--- src/adcc_pkg.sv ---
// adcc_pkg: register offsets, field layouts, reset values, channel and mode codes
// and cycle counts for the converter control block.
// assumes an 8-bit register port and a single bus clock.
package adcc_pkg;

  // register offsets on the 8-bit register port
  localparam logic [7:0] ADCC_OFF_STATUS = 8'h3c;
  localparam logic [7:0] ADCC_OFF_RES_HIGH = 8'h3d;
  localparam logic [7:0] ADCC_OFF_RES_LOW = 8'h3e;
  localparam logic [7:0] ADCC_OFF_CLOCK = 8'h3f;

  // conv_status_control_reg layout, bit 7 down to bit 0
  typedef struct packed {
    logic conversion_complete_flag;
    logic conv_interrupt_enable;
    logic continuous_convert_bit;
    logic [4:0] channel_select_field;
  } adcc_status_t;

  // conv_clock_reg layout, bit 7 down to bit 0
  typedef struct packed {
    logic [2:0] conv_clock_divider;
    logic conv_clock_source_select;
    logic justify_select_high;
    logic justify_select_low;
    logic [1:0] reserved;
  } adcc_clock_t;

  localparam adcc_status_t ADCC_STATUS_RESET = 8'h1f;
  localparam adcc_clock_t ADCC_CLOCK_RESET = 8'h00;

  // channel codes
  localparam logic [4:0] ADCC_CH_LAST_PIN = 5'h05;
  localparam logic [4:0] ADCC_CH_BANDGAP = 5'h06;
  localparam logic [4:0] ADCC_CH_REF_HIGH = 5'h1c;
  localparam logic [4:0] ADCC_CH_REF_LOW = 5'h1e;
  localparam logic [4:0] ADCC_CH_OFF = 5'h1f;

  // justification codes {justify_select_high, justify_select_low}
  typedef enum logic [1:0] {
    ADCC_JUST_LEFT = 2'b00,
    ADCC_JUST_RIGHT = 2'b01,
    ADCC_JUST_LEFT_SIGN = 2'b10,
    ADCC_JUST_TRUNC = 2'b11
  } adcc_just_t;

  // converter sequencer
  typedef enum logic [1:0] {
    ADCC_IDLE = 2'b00,
    ADCC_SAMPLE = 2'b01,
    ADCC_BITS = 2'b10
  } adcc_state_t;

  // converter clock cycles per conversion: sampling, then one per result bit
  localparam int ADCC_CONV_CYCLES = 16;
  localparam int ADCC_RESULT_BITS = 10;
  localparam int ADCC_SAMPLE_CYCLES = ADCC_CONV_CYCLES - ADCC_RESULT_BITS;
  localparam logic [2:0] ADCC_DIV_MAX_CODE = 3'h4;

endpackage

--- src/adcc_top.sv ---
// adcc_top: digital control of a 10-bit successive-approximation converter:
// register port, channel mux and pin override, clock select and divider,
// sequencer, result justification with read interlock, completion flag, irq.
// assumes the analog front end samples while sample_ff is high, compares the
// selected input with dac_code_ff and returns the answer on comparator_in.
//
// Chosen here: the strobed register port and the address map.
`timescale 1ns/1ps
`default_nettype none

module adcc_top
  import adcc_pkg::*;
#(
  parameter int RESULT_W = 10,
  parameter int NUM_PINS = 6
) (
  input wire logic clock,
  input wire logic reset_n,
  input wire logic [7:0] bus_addr,
  input wire logic [7:0] bus_wdata,
  input wire logic bus_wr,
  input wire logic bus_rd,
  output logic [7:0] bus_rdata_ff,
  input wire logic crystal_reference_clock,
  input wire logic comparator_in,
  input wire logic stop_mode,
  input wire logic wait_mode,
  input wire logic [NUM_PINS-1:0] port_data_latch,
  input wire logic [NUM_PINS-1:0] port_direction,
  input wire logic [NUM_PINS-1:0] pin_in,
  output logic [NUM_PINS-1:0] pin_out_ff,
  output logic [NUM_PINS-1:0] pin_oe_ff,
  output logic [NUM_PINS-1:0] port_read_ff,
  output logic [4:0] mux_select_ff,
  output logic conv_enable_ff,
  output logic sample_ff,
  output logic [RESULT_W-1:0] dac_code_ff,
  output logic conv_irq_ff
);

  generate
    if (RESULT_W != ADCC_RESULT_BITS || NUM_PINS < 1 || NUM_PINS > 6) begin : g_bad_param
      $error("adcc_top: RESULT_W must be 10 and NUM_PINS 1 to 6");
    end
  endgenerate

  // divide ratio per divider code; codes above the last double clamp to it
  function automatic logic [4:0] div_ratio(input logic [2:0] code);
    logic [2:0] c;
    c = (code > ADCC_DIV_MAX_CODE) ? ADCC_DIV_MAX_CODE : code;
    div_ratio = 5'h01 << c;
  endfunction

  function automatic logic [7:0] fmt_high(input adcc_just_t m, input logic [9:0] r);
    logic [7:0] v;
    v = 8'h00;
    unique case (m)
      ADCC_JUST_LEFT: v = r[9:2];
      ADCC_JUST_RIGHT: v = {6'h00, r[9:8]};
      ADCC_JUST_LEFT_SIGN: v = {~r[9], r[8:2]};
      ADCC_JUST_TRUNC: v = 8'h00;
    endcase
    fmt_high = v;
  endfunction

  function automatic logic [7:0] fmt_low(input adcc_just_t m, input logic [9:0] r);
    logic [7:0] v;
    v = 8'h00;
    unique case (m)
      ADCC_JUST_LEFT: v = {r[1:0], 6'h00};
      ADCC_JUST_RIGHT: v = r[7:0];
      ADCC_JUST_LEFT_SIGN: v = {r[1:0], 6'h00};
      ADCC_JUST_TRUNC: v = r[9:2];
    endcase
    fmt_low = v;
  endfunction

  adcc_status_t status_ff;
  adcc_clock_t clock_reg_ff;
  adcc_state_t state_ff;
  logic conversion_complete_flag_ff;
  logic [RESULT_W-1:0] result_ff;
  logic [RESULT_W-1:0] bit_ff;
  logic lock_ff;
  logic resume_ff;
  logic [4:0] prescale_ff;
  logic [3:0] cycle_ff;
  logic xtal_s1_ff, xtal_s2_ff, xtal_s3_ff;
  logic comp_s1_ff, comp_s2_ff;
  logic [NUM_PINS-1:0] pin_s1_ff, pin_s2_ff;

  adcc_just_t just_mode;
  logic wr_status, wr_clock, rd_high, rd_low;
  logic chan_on, start_req, src_tick, adc_tick, conv_done, store_ok;
  logic [RESULT_W-1:0] final_code;

  assign just_mode = adcc_just_t'({clock_reg_ff.justify_select_high,
                                   clock_reg_ff.justify_select_low});
  assign wr_status = bus_wr && (bus_addr == ADCC_OFF_STATUS);
  assign wr_clock = bus_wr && (bus_addr == ADCC_OFF_CLOCK);
  assign rd_high = bus_rd && (bus_addr == ADCC_OFF_RES_HIGH);
  assign rd_low = bus_rd && (bus_addr == ADCC_OFF_RES_LOW);
  assign chan_on = status_ff.channel_select_field != ADCC_CH_OFF;
  // a status write starts from the newly written channel
  assign start_req = wr_status && (bus_wdata[4:0] != ADCC_CH_OFF);

  // crystal clock and comparator come from outside: two flops first
  always_ff @(posedge clock) begin
    if (!reset_n) begin
      xtal_s1_ff <= 1'b0;
      xtal_s2_ff <= 1'b0;
      xtal_s3_ff <= 1'b0;
      comp_s1_ff <= 1'b0;
      comp_s2_ff <= 1'b0;
      pin_s1_ff <= '0;
      pin_s2_ff <= '0;
    end else begin
      xtal_s1_ff <= crystal_reference_clock;
      xtal_s2_ff <= xtal_s1_ff;
      xtal_s3_ff <= xtal_s2_ff;
      comp_s1_ff <= comparator_in;
      comp_s2_ff <= comp_s1_ff;
      pin_s1_ff <= pin_in;
      pin_s2_ff <= pin_s1_ff;
    end
  end

  // crystal clock must stay below a quarter of the bus clock to be seen edge by edge
  assign src_tick = clock_reg_ff.conv_clock_source_select ?
                    (xtal_s2_ff && !xtal_s3_ff) : 1'b1;
  assign adc_tick = src_tick && (prescale_ff == div_ratio(clock_reg_ff.conv_clock_divider) - 5'h01);

  // the prescaler runs free so a start lands mid-cycle; that partial cycle
  // is the extra one on top of the sixteen counted ones
  always_ff @(posedge clock) begin
    if (!reset_n) begin
      prescale_ff <= 5'h00;
    end else if (adc_tick || wr_clock) begin
      prescale_ff <= 5'h00;
    end else if (src_tick) begin
      prescale_ff <= prescale_ff + 5'h01;
    end
  end

  // registers written by software
  always_ff @(posedge clock) begin
    if (!reset_n) begin
      // the live flag is conversion_complete_flag_ff; this bit of the copy is never read
      status_ff.conversion_complete_flag <= ADCC_STATUS_RESET.conversion_complete_flag;
      status_ff.conv_interrupt_enable <= ADCC_STATUS_RESET.conv_interrupt_enable;
      status_ff.continuous_convert_bit <= ADCC_STATUS_RESET.continuous_convert_bit;
      status_ff.channel_select_field <= ADCC_STATUS_RESET.channel_select_field;
      clock_reg_ff <= ADCC_CLOCK_RESET;
    end else begin
      if (wr_status) begin
        status_ff.conv_interrupt_enable <= bus_wdata[6];
        status_ff.continuous_convert_bit <= bus_wdata[5];
        status_ff.channel_select_field <= bus_wdata[4:0];
      end
      if (wr_clock) begin
        clock_reg_ff <= {bus_wdata[7:2], 2'b00};
      end
    end
  end
  // sequencer: sample, then one decision per converter cycle from the top bit
  assign final_code = comp_s2_ff ? dac_code_ff : (dac_code_ff & ~bit_ff);
  assign conv_done = (state_ff == ADCC_BITS) && adc_tick && bit_ff[0] && !stop_mode;

  always_ff @(posedge clock) begin
    if (!reset_n) begin
      state_ff <= ADCC_IDLE;
      cycle_ff <= 4'h0;
      bit_ff <= '0;
      dac_code_ff <= '0;
      sample_ff <= 1'b0;
    end else if (stop_mode) begin
      state_ff <= ADCC_IDLE;
      sample_ff <= 1'b0;
    end else if (start_req || (resume_ff && chan_on)) begin
      state_ff <= ADCC_SAMPLE;
      cycle_ff <= 4'h0;
      sample_ff <= 1'b1;
      dac_code_ff <= '0;
    end else if (adc_tick) begin
      unique case (state_ff)
        ADCC_IDLE: begin
          sample_ff <= 1'b0;
        end
        ADCC_SAMPLE: begin
          // the first tick after a start only closes the partial cycle, so
          // sixteen full ticks follow it and the total stays within 16 to 17
          if (cycle_ff == 4'(ADCC_SAMPLE_CYCLES)) begin
            state_ff <= ADCC_BITS;
            sample_ff <= 1'b0;
            bit_ff <= {1'b1, {(RESULT_W-1){1'b0}}};
            dac_code_ff <= {1'b1, {(RESULT_W-1){1'b0}}};
          end else begin
            cycle_ff <= cycle_ff + 4'h1;
          end
        end
        ADCC_BITS: begin
          // a comparator answer of 1 keeps the bit on trial, an answer of 0 drops it
          dac_code_ff <= final_code | (bit_ff >> 1);
          bit_ff <= bit_ff >> 1;
          if (bit_ff[0]) begin
            if (status_ff.continuous_convert_bit && chan_on) begin
              state_ff <= ADCC_SAMPLE;
              cycle_ff <= 4'h0;
              sample_ff <= 1'b1;
              dac_code_ff <= '0;
            end else begin
              state_ff <= ADCC_IDLE;
            end
          end
        end
      endcase
    end
  end

  // stop remembers a running conversion and restarts it afterwards
  always_ff @(posedge clock) begin
    if (!reset_n) begin
      resume_ff <= 1'b0;
    end else if (stop_mode) begin
      if (state_ff != ADCC_IDLE || start_req) begin
        resume_ff <= 1'b1;
      end
    end else begin
      resume_ff <= 1'b0;
    end
  end

  // results: outside ADCC_JUST_TRUNC, blocked while the high byte has been read and the low not yet
  assign store_ok = conv_done && !(lock_ff && just_mode != ADCC_JUST_TRUNC);

  always_ff @(posedge clock) begin
    if (!reset_n) begin
      result_ff <= '0;
    end else if (store_ok) begin
      result_ff <= final_code;
    end
  end

  always_ff @(posedge clock) begin
    if (!reset_n) begin
      lock_ff <= 1'b0;
    end else if (rd_low || wr_status || just_mode == ADCC_JUST_TRUNC) begin
      lock_ff <= 1'b0;
    end else if (rd_high) begin
      lock_ff <= 1'b1;
    end
  end

  // completion flag and irq: a finishing conversion wins over a clear
  always_ff @(posedge clock) begin
    if (!reset_n) begin
      conversion_complete_flag_ff <= 1'b0;
    end else if (conv_done && !status_ff.conv_interrupt_enable) begin
      conversion_complete_flag_ff <= 1'b1;
    end else if (wr_status || wr_clock || rd_low) begin
      conversion_complete_flag_ff <= 1'b0;
    end
  end

  // the irq is a level that stays up through wait so it can wake the core
  always_ff @(posedge clock) begin
    if (!reset_n) begin
      conv_irq_ff <= 1'b0;
    end else if (conv_done && status_ff.conv_interrupt_enable) begin
      conv_irq_ff <= 1'b1;
    end else if (wr_status || rd_low || rd_high) begin
      conv_irq_ff <= 1'b0;
    end
  end

  // read data one cycle after the strobe; unmapped offsets read zero
  always_ff @(posedge clock) begin
    if (!reset_n) begin
      bus_rdata_ff <= 8'h00;
    end else if (bus_rd) begin
      unique case (bus_addr)
        ADCC_OFF_STATUS: begin
          bus_rdata_ff <= {conversion_complete_flag_ff && !status_ff.conv_interrupt_enable,
                           status_ff[6:0]};
        end
        ADCC_OFF_RES_HIGH: begin
          bus_rdata_ff <= fmt_high(just_mode, result_ff);
        end
        ADCC_OFF_RES_LOW: begin
          bus_rdata_ff <= fmt_low(just_mode, result_ff);
        end
        ADCC_OFF_CLOCK: begin
          bus_rdata_ff <= clock_reg_ff;
        end
        default: begin
          bus_rdata_ff <= 8'h00;
        end
      endcase
    end else begin
      bus_rdata_ff <= 8'h00;
    end
  end

  // analog mux select and converter power; wait_mode leaves both alone
  always_ff @(posedge clock) begin
    if (!reset_n) begin
      mux_select_ff <= ADCC_CH_OFF;
      conv_enable_ff <= 1'b0;
    end else begin
      mux_select_ff <= status_ff.channel_select_field;
      conv_enable_ff <= chan_on && !stop_mode && (wait_mode || !wait_mode);
    end
  end

  // shared pins: the selected one loses its driver, reads follow direction
  genvar gi;
  generate
    for (gi = 0; gi < NUM_PINS; gi++) begin : g_pin
      logic selected;
      assign selected = chan_on && (status_ff.channel_select_field == 5'(gi));
      always_ff @(posedge clock) begin
        if (!reset_n) begin
          pin_out_ff[gi] <= 1'b0;
          pin_oe_ff[gi] <= 1'b0;
          port_read_ff[gi] <= 1'b0;
        end else begin
          pin_out_ff[gi] <= port_data_latch[gi] && !selected;
          pin_oe_ff[gi] <= port_direction[gi] && !selected;
          port_read_ff[gi] <= port_direction[gi] ? port_data_latch[gi]
                                                 : pin_s2_ff[gi];
        end
      end
    end
  endgenerate

endmodule // adcc_top

`default_nettype wire

--- config.mk ---
export PLATFORM = sky130hd
export DESIGN_NAME = adcc_top
export DESIGN_NICKNAME = d
export VERILOG_FILES = /design/src/adcc_pkg.sv /design/src/adcc_top.sv
export SDC_FILE = /design/constraint.sdc
export NUM_CORES = 1
export LEC_CHECK = 0
export BUFFER_PORTS_ARGS = -buffer_cell sky130_fd_sc_hd__clkbuf_2
export CAP_MARGIN = 30
export CORE_MARGIN = 1
export CORE_UTILIZATION = 53
export CTS_CLUSTER_DIAMETER = 60
export DETAILED_ROUTE_END_ITERATION = 16
export MAX_ROUTING_LAYER = met4
export PLACE_DENSITY_LB_ADDON = 0.25
export SLEW_MARGIN = 20
export SYNTH_ARGS = -nofsm -noshare
export SYNTH_HDL_FRONTEND = slang
export SYNTH_SLANG_ARGS = --single-unit
--- constraint.sdc ---
create_clock -name clock -period 6 [get_ports clock]
set_clock_uncertainty 0.15 [all_clocks]
set_input_delay 0.6 -clock clock [delete_from_list [all_inputs] [get_ports clock]]
set_output_delay 0.6 -clock clock [all_outputs]
set_load 0.05 [all_outputs]
== Word level (Yosys, flattened, before mapping) ==
Cells that the tools add are included.

* Memory bits (read-only): 0
* Bits in latches: 0
* Output and inout port bits: 44
* Bits of input ports: 42
* Memories kept: 0
* Bits in registers: 108
* Memory bits (writable): 0
* Logic and storage cells: 201

* Eq/ne operators: 25
* Bitwise operators: 7
* $lt $le $gt $ge: 1
* Add/sub/neg operators: 3
* Multipliers: 0
* Shift-type cells: 1
* Multiplexer cells: 41
* Reduce and logical (&&, ||, !) cells: 76
* Divide/modulo/power cells: 0

{| class="wikitable"
|+ Operators by type and width
! kind !! number
|-
| 8-bit one-hot mux with 4 select lines || 2
|-
| 10-bit 2-to-1 mux || 6
|-
| 10-bit one-hot mux with 2 select lines || 2
|-
| 1-bit logical AND || 36
|-
| 8-bit by 6-bit equality test with 1-bit output, second input constant || 4
|-
| 8-bit one-hot mux with 3 select lines || 1
|-
| 4-bit 2-to-1 mux || 5
|-
| 1-bit 2-to-1 mux || 19
|-
| 4-bit AND reduction || 4
|-
| 10-bit bitwise AND || 1
|-
| 5-bit by 2-bit equality test with 1-bit output, second input constant || 2
|-
| 5-bit by 3-bit equality test with 1-bit output, second input constant || 2
|-
| 1-bit zero test || 10
|-
| 5-bit inequality test, second input constant || 2
|-
| 10-bit NOT || 1
|-
| 10-bit by 9-bit bitwise OR with 10-bit output || 1
|-
| 2-bit nonzero test || 5
|-
| 1-bit logical OR || 8
|-
| 4-bit one-hot mux with 2 select lines || 1
|-
| 2-bit OR reduction || 4
|-
| 2-bit equality test, second input constant || 3
|-
| 2-bit inequality test, second input constant || 3
|-
| 3-bit inequality test, second input constant || 2
|-
| 6-bit AND reduction || 1
|-
| other kinds (22) || 29
|}

== Longest topological paths before layout ==
* Word-level depth: 11
* Gate-level depth with buffers: 8
* Gate-level depth less buffers: 7

== Worst setup path after synthesis ==
No wires, ideal clock.

* Kind: input-to-reg
* Start: in bus_addr[0]
* End: reg dac_code_ff[0]
* Cell stages on the path: 7
* Data required time: 5,702 ps
* Setup time: 148 ps
* Buffers on the path: 2
* Slack: 3,509 ps
* Data arrival time: 2,194 ps
* Cell sequence: buf_2 -> nor3b_1 -> and3_1 -> clkbuf_1 -> a211oi_1 -> a221oi_1 -> o21ai_0

* Longest elaborated chain between the ends: 6
* Elaborated cells on any way between the ends: 9
* Those cells by class: eq/ne (2); mux (1); reduce/logical (6)

{| class="wikitable"
|+ RTL lines
! what !! RTL line !! source
|-
| from (decl) || adcc_top.sv:19 || <nowiki>input wire logic [7:0] bus_addr,</nowiki>
|-
| 8-bit by 6-bit equality test with 1-bit output * || adcc_top.sv:99 || <nowiki>assign wr_status = bus_wr && (bus_addr == ADCC_OFF_STATUS);</nowiki>
|-
| 1-bit logical AND * || adcc_top.sv:99 ||
|-
| 1-bit logical AND * || adcc_top.sv:105 || <nowiki>assign start_req = wr_status && (bus_wdata[4:0] != ADCC_CH_OFF);</nowiki>
|-
| 1-bit logical OR * || adcc_top.sv:179 || <nowiki>end else if (start_req || (resume_ff && chan_on)) begin</nowiki>
|-
| 3-bit inequality test (no line), or another cell as far along || -- ||
|-
| 4-bit AND reduction (no line) || -- ||
|-
| to (signal assigned) || adcc_top.sv:196 || <nowiki>dac_code_ff <= {1'b1, {(RESULT_W-1){1'b0}}};</nowiki>
|-
| to (signal assigned) || adcc_top.sv:203 || <nowiki>dac_code_ff <= final_code | (bit_ff >> 1);</nowiki>
|-
| to (decl) || adcc_top.sv:37 || <nowiki>output logic [RESULT_W-1:0] dac_code_ff,</nowiki>
|}

Mark *: on every way between the ends. The rest lies on a longest branch, timed or not.
A chain may end at the register's enable or synchronous reset.

== Worst setup path in the final report ==
* Start: in bus_addr[0]
* End: reg dac_code_ff[2]

Same word-level chain as after synthesis.

==> results.txt <==
----------------------------------------------------
[Place]
  Area of placed instances ... 5051 sq um
  Setup WS pre-CTS ... 2.525 ns
  Number of port buffers ... 84
  Final Wtd Congestion ... 0.9635
  Detailed Place HPWL ... 7444 microns

[Yosys]
  Number of enable flip-flop cells after synthesis ... 0
  Share of flip-flops with an asynchronous set or reset ... 0%
  Syn Inst Count ... 512
  Cell area after technology mapping ... 4601 sq um
  Synth warnings ... 0
  Number of synthesized register bits ... 108
  Avg Synthesized Cell Area ... 8.986 sq um
  Synth Net Count ... 560
  Number of distinct library cells after synthesis ... 59
  Top FF cell, synth ... dfxtp_1
  Part of the Yosys area used for sequential elements ... 46.99%

[STA]
  Share of the clock period used by the worst path ... 52.61%
  Final worst setup slack ... 2.844 ns
  Setup violators final ... 0
  Pins over their slew limit ... 0
  Max-slew headroom ... 29.84%
  Final worst path period need ... 3.156 ns
  Setup repair after global routing missed its margin ... no
  Setup Total Neg Slack ... 0 ns
  Fmax ... 0.3168 GHz
  Final hold violation count ... 0
  Transition time of the tightest slew-check pin ... 1.052 ns

[Drt]
  Total length of routed wires ... 10520 microns
  Iteration-0 DRC Markers ... 274
  Number of search-and-repair iterations in the first detailed-routing pass ... 5
  Post-route DRC ... 0
  Vias ... 4022
  Antenna viol nets, final ... 0
  Number of vias per cell after detailed routing ... 5.804
  Per-cell routed wire length ... 15.17 microns

[Layout]
  Footprint of the multi-input gates ... 2221 sq um
  Net count, final ... 631
  Leading cell type in the layout, fill and taps excluded ... dfxtp_1
  Util after Layout ... 63.68%
  Number of fillers in the final layout ... 714
  Layout overhead on the synthesized area ... 14.88%
  Ratio of cells with drive above 1 in the final layout ... 18.88%
  Diode count ... 0
  Storage element area ... 2162 sq um
  Final instance area ... 5285 sq um
  Commonest cells after routing, fill and taps aside ... dfxtp_1, clkbuf_2, nor2_1, a21oi_1, nand2_1

[Pwr]
  P_leak ... 0.002037 uW
  Power density over the cells ... 236.6 nW/um^2
  Worst voltage drop across the vdd grid ... 0.1326 mV
  Overall power ... 1250 uW

[CTS]
  PostCTS Resize Cnt ... 0
  Clock sink count ... 108
  Inserted Clock Buffers ... 9
  Post-CTS Repair Setup Buffers ... 0
  Root cell of the clock tree ... clkbuf_8
  Clock H-tree levels ... 3
  Clk pin slew, worst setup/hold paths ... 0.11 ns
  Clk Latency, worst-skew pair ... 0.38 ns
  Number of hold-repair buffers added at the cts stage ... 0
  Max Root-Sink Buffers ... 2
  Clock tree from TritonCTS ... yes

[Setup path]
  Critical path buffers and inverters ... 1
  Launching element type of the critical path ... input pin
  Worst Setup SP ... bus_addr[0]
  Critical path's largest stage delay ... 0.93 ns
  Cell family with most CP delay ... compound AO/OA/AOI/OAI gates
  Required time at the endpoint of the critical path ... 6.08 ns
  Largest fanout on the critical path ... 19
  Total number of cells along the worst setup path ... 6
  Capturing point of the worst reg2reg path ... dac_code_ff[2]$_SDFFE_PN0P_
  Data arrival at the endpoint of the critical path ... 3.23 ns
  Launching point of the worst reg2reg path ... state_ff[0]$_SDFFE_PP0P_
  Slowest cell on the critical path ... a221oi_1
  Critical path capture point type ... register
  Worst Reg-to-Reg Cells ... 6
  Worst-path cell chain ... clkbuf_2 -> nor3b_1 -> and3_1 -> a211oi_1 -> a221oi_1 -> o21ai_0
  Critical path class ... in -> reg
  Critical path endpoint ... dac_code_ff[2]$_SDFFE_PN0P_
  Setup slack on the worst flop-to-flop path ... 3.13 ns

[GRT]
  Vias in the first global route ... 3629
  Aggregate global-route resource usage ... 25.05%
  Pin count of the biggest net entering global routing ... 63
  Antenna violations before repair ... 0
  Wire length of the first global-routing pass ... 17060 microns
  Residual overflow from global routing ... 0

[Die]
  Overall die height ... 95.17 microns
  Core footprint ... 8299 sq um
  Starting density of the core ... 55.43%
  # rows ... 33
  Number of I/O pins ... 86
  Full die area ... 9057 sq um
  Overall die width ... 95.17 microns

[Status]
  Run status ... complete, no violations

[Hold path]
  Startpoint of the worst hold path ... pin_in[1]
  Min-delay worst type ... in -> reg

[Job]
  Max Cap Violations ... 0

----------------------------------------------------
==> state kept, by name (all words and copies together) (netlist names), 2 cells and up <==
signal	count
clock_reg_ff	6
result_ff	10
status_ff	7
state_ff	2
pin_s1_ff	6
bus_rdata_ff	8
pin_oe_ff	6
prescale_ff	5
cycle_ff	4
pin_s2_ff	6
pin_out_ff	6
port_read_ff	6
mux_select_ff	5
bit_ff	10
dac_code_ff	10
==> routing by layer <==
layer | part of all wire [%] | up-vias | GRT usage [%] | routed length (microns)
li1 | - | 1971 | - | -
met1 | 45 | 1914 | 32.09 | 4757
met2 | 48 | 116 | 39.35 | 5008
met3 | 4.8 | 21 | 3.668 | 510
met4 | 2.3 | 0 | 10.73 | 240
met5 | 0 | - | - | 0
==> cells in the mapped netlist, drive strengths merged (5+ instances only) <==
library cell  count  area [sq um]
buf               7         33.78
a211oi            6         45.04
nor3              6         35.03
a31oi             5         31.28
nand2            34         127.6
clkbuf           22         82.58
nand3            24         120.1
o2111ai          10         87.58
nand2b           10         62.56
o211ai            6         45.04
a21oi            40         200.2
dfxtp           108          2162
and2             24         150.1
nor2             40         150.1
nand4             7         43.79
mux2i            30         300.3
xor2              6         52.55
ha                6         75.07
inv              26         97.59
o21ai            29         145.1
==> how the worst min path moves through the flow <==
stage / depth (start not counted) / endpoint
after floorplan: 1 / comp_s2_ff$_SDFF_PN0_
after global placement: 1 / pin_s2_ff[0]$_SDFF_PN0_
after detailed placement: 1 / pin_s2_ff[3]$_SDFF_PN0_
after CTS: 2 / pin_s1_ff[1]$_SDFF_PN0_
after global routing: 3 / pin_out_ff[1]$_SDFF_PN0_
final: 2 / pin_s1_ff[1]$_SDFF_PN0_
==> worst register-to-register path, stage by stage (launching register included) <==
cell	delay, ns
dfxtp_1	0.33
inv_1	0.08
ha_1	0.58
a21boi_0	0.28
nor3b_1	0.22
a221oi_1	0.89
o21ai_0	0.20
==> through the flow <==
step                      hold WS, ns  cells
after floorplan                0.2619    512
after global placement         0.2641    674
after detailed placement       0.2679    674
after CTS                      0.2669    690
after global routing           0.2644    693
final                          0.2720    693
==> power breakdown <==
| part | internal (uW) | switching, uW | leakage, uW | total [uW] |
|---|---|---|---|---|
| clock | 170 | 257 | 0.000100 | 427 |
| sequential | 728 | 3.19 | 0.000878 | 731 |
| combinational | 30.0 | 62.0 | 0.00106 | 91.9 |
| total | 928 | 322 | 0.00204 | 1250 |
==> cells by family (layout without fill, tap and decap cells) <==
| family | Yosys count | in the layout | synth area share (%) |
|---|---|---|---|
| xor gates and xnor gates | 8 | 8 | 1.523 |
| muxes | 31 | 31 | 6.772 |
| DFF | 108 | 108 | 46.99 |
| buffers and inverters | 56 | 132 | 4.732 |
| AOI/OAI and AO/OA | 133 | 133 | 19.45 |
| adders and majority gates | 6 | 6 | 1.632 |
| and+or+nand+nor | 170 | 170 | 18.90 |
==> layout make-up <==
class / instances / share of cell area (%)
clock inverters: 6 / 1.065
multi-input cells: 348 / 42.02
clock buffers: 10 / 2.604
inverters: 27 / 1.918
flip-flops and latches: 108 / 40.91
well taps: 105 / 2.486
repair buffers: 89 / 8.996
Note: power is estimated with default switching activity, not from simulation.
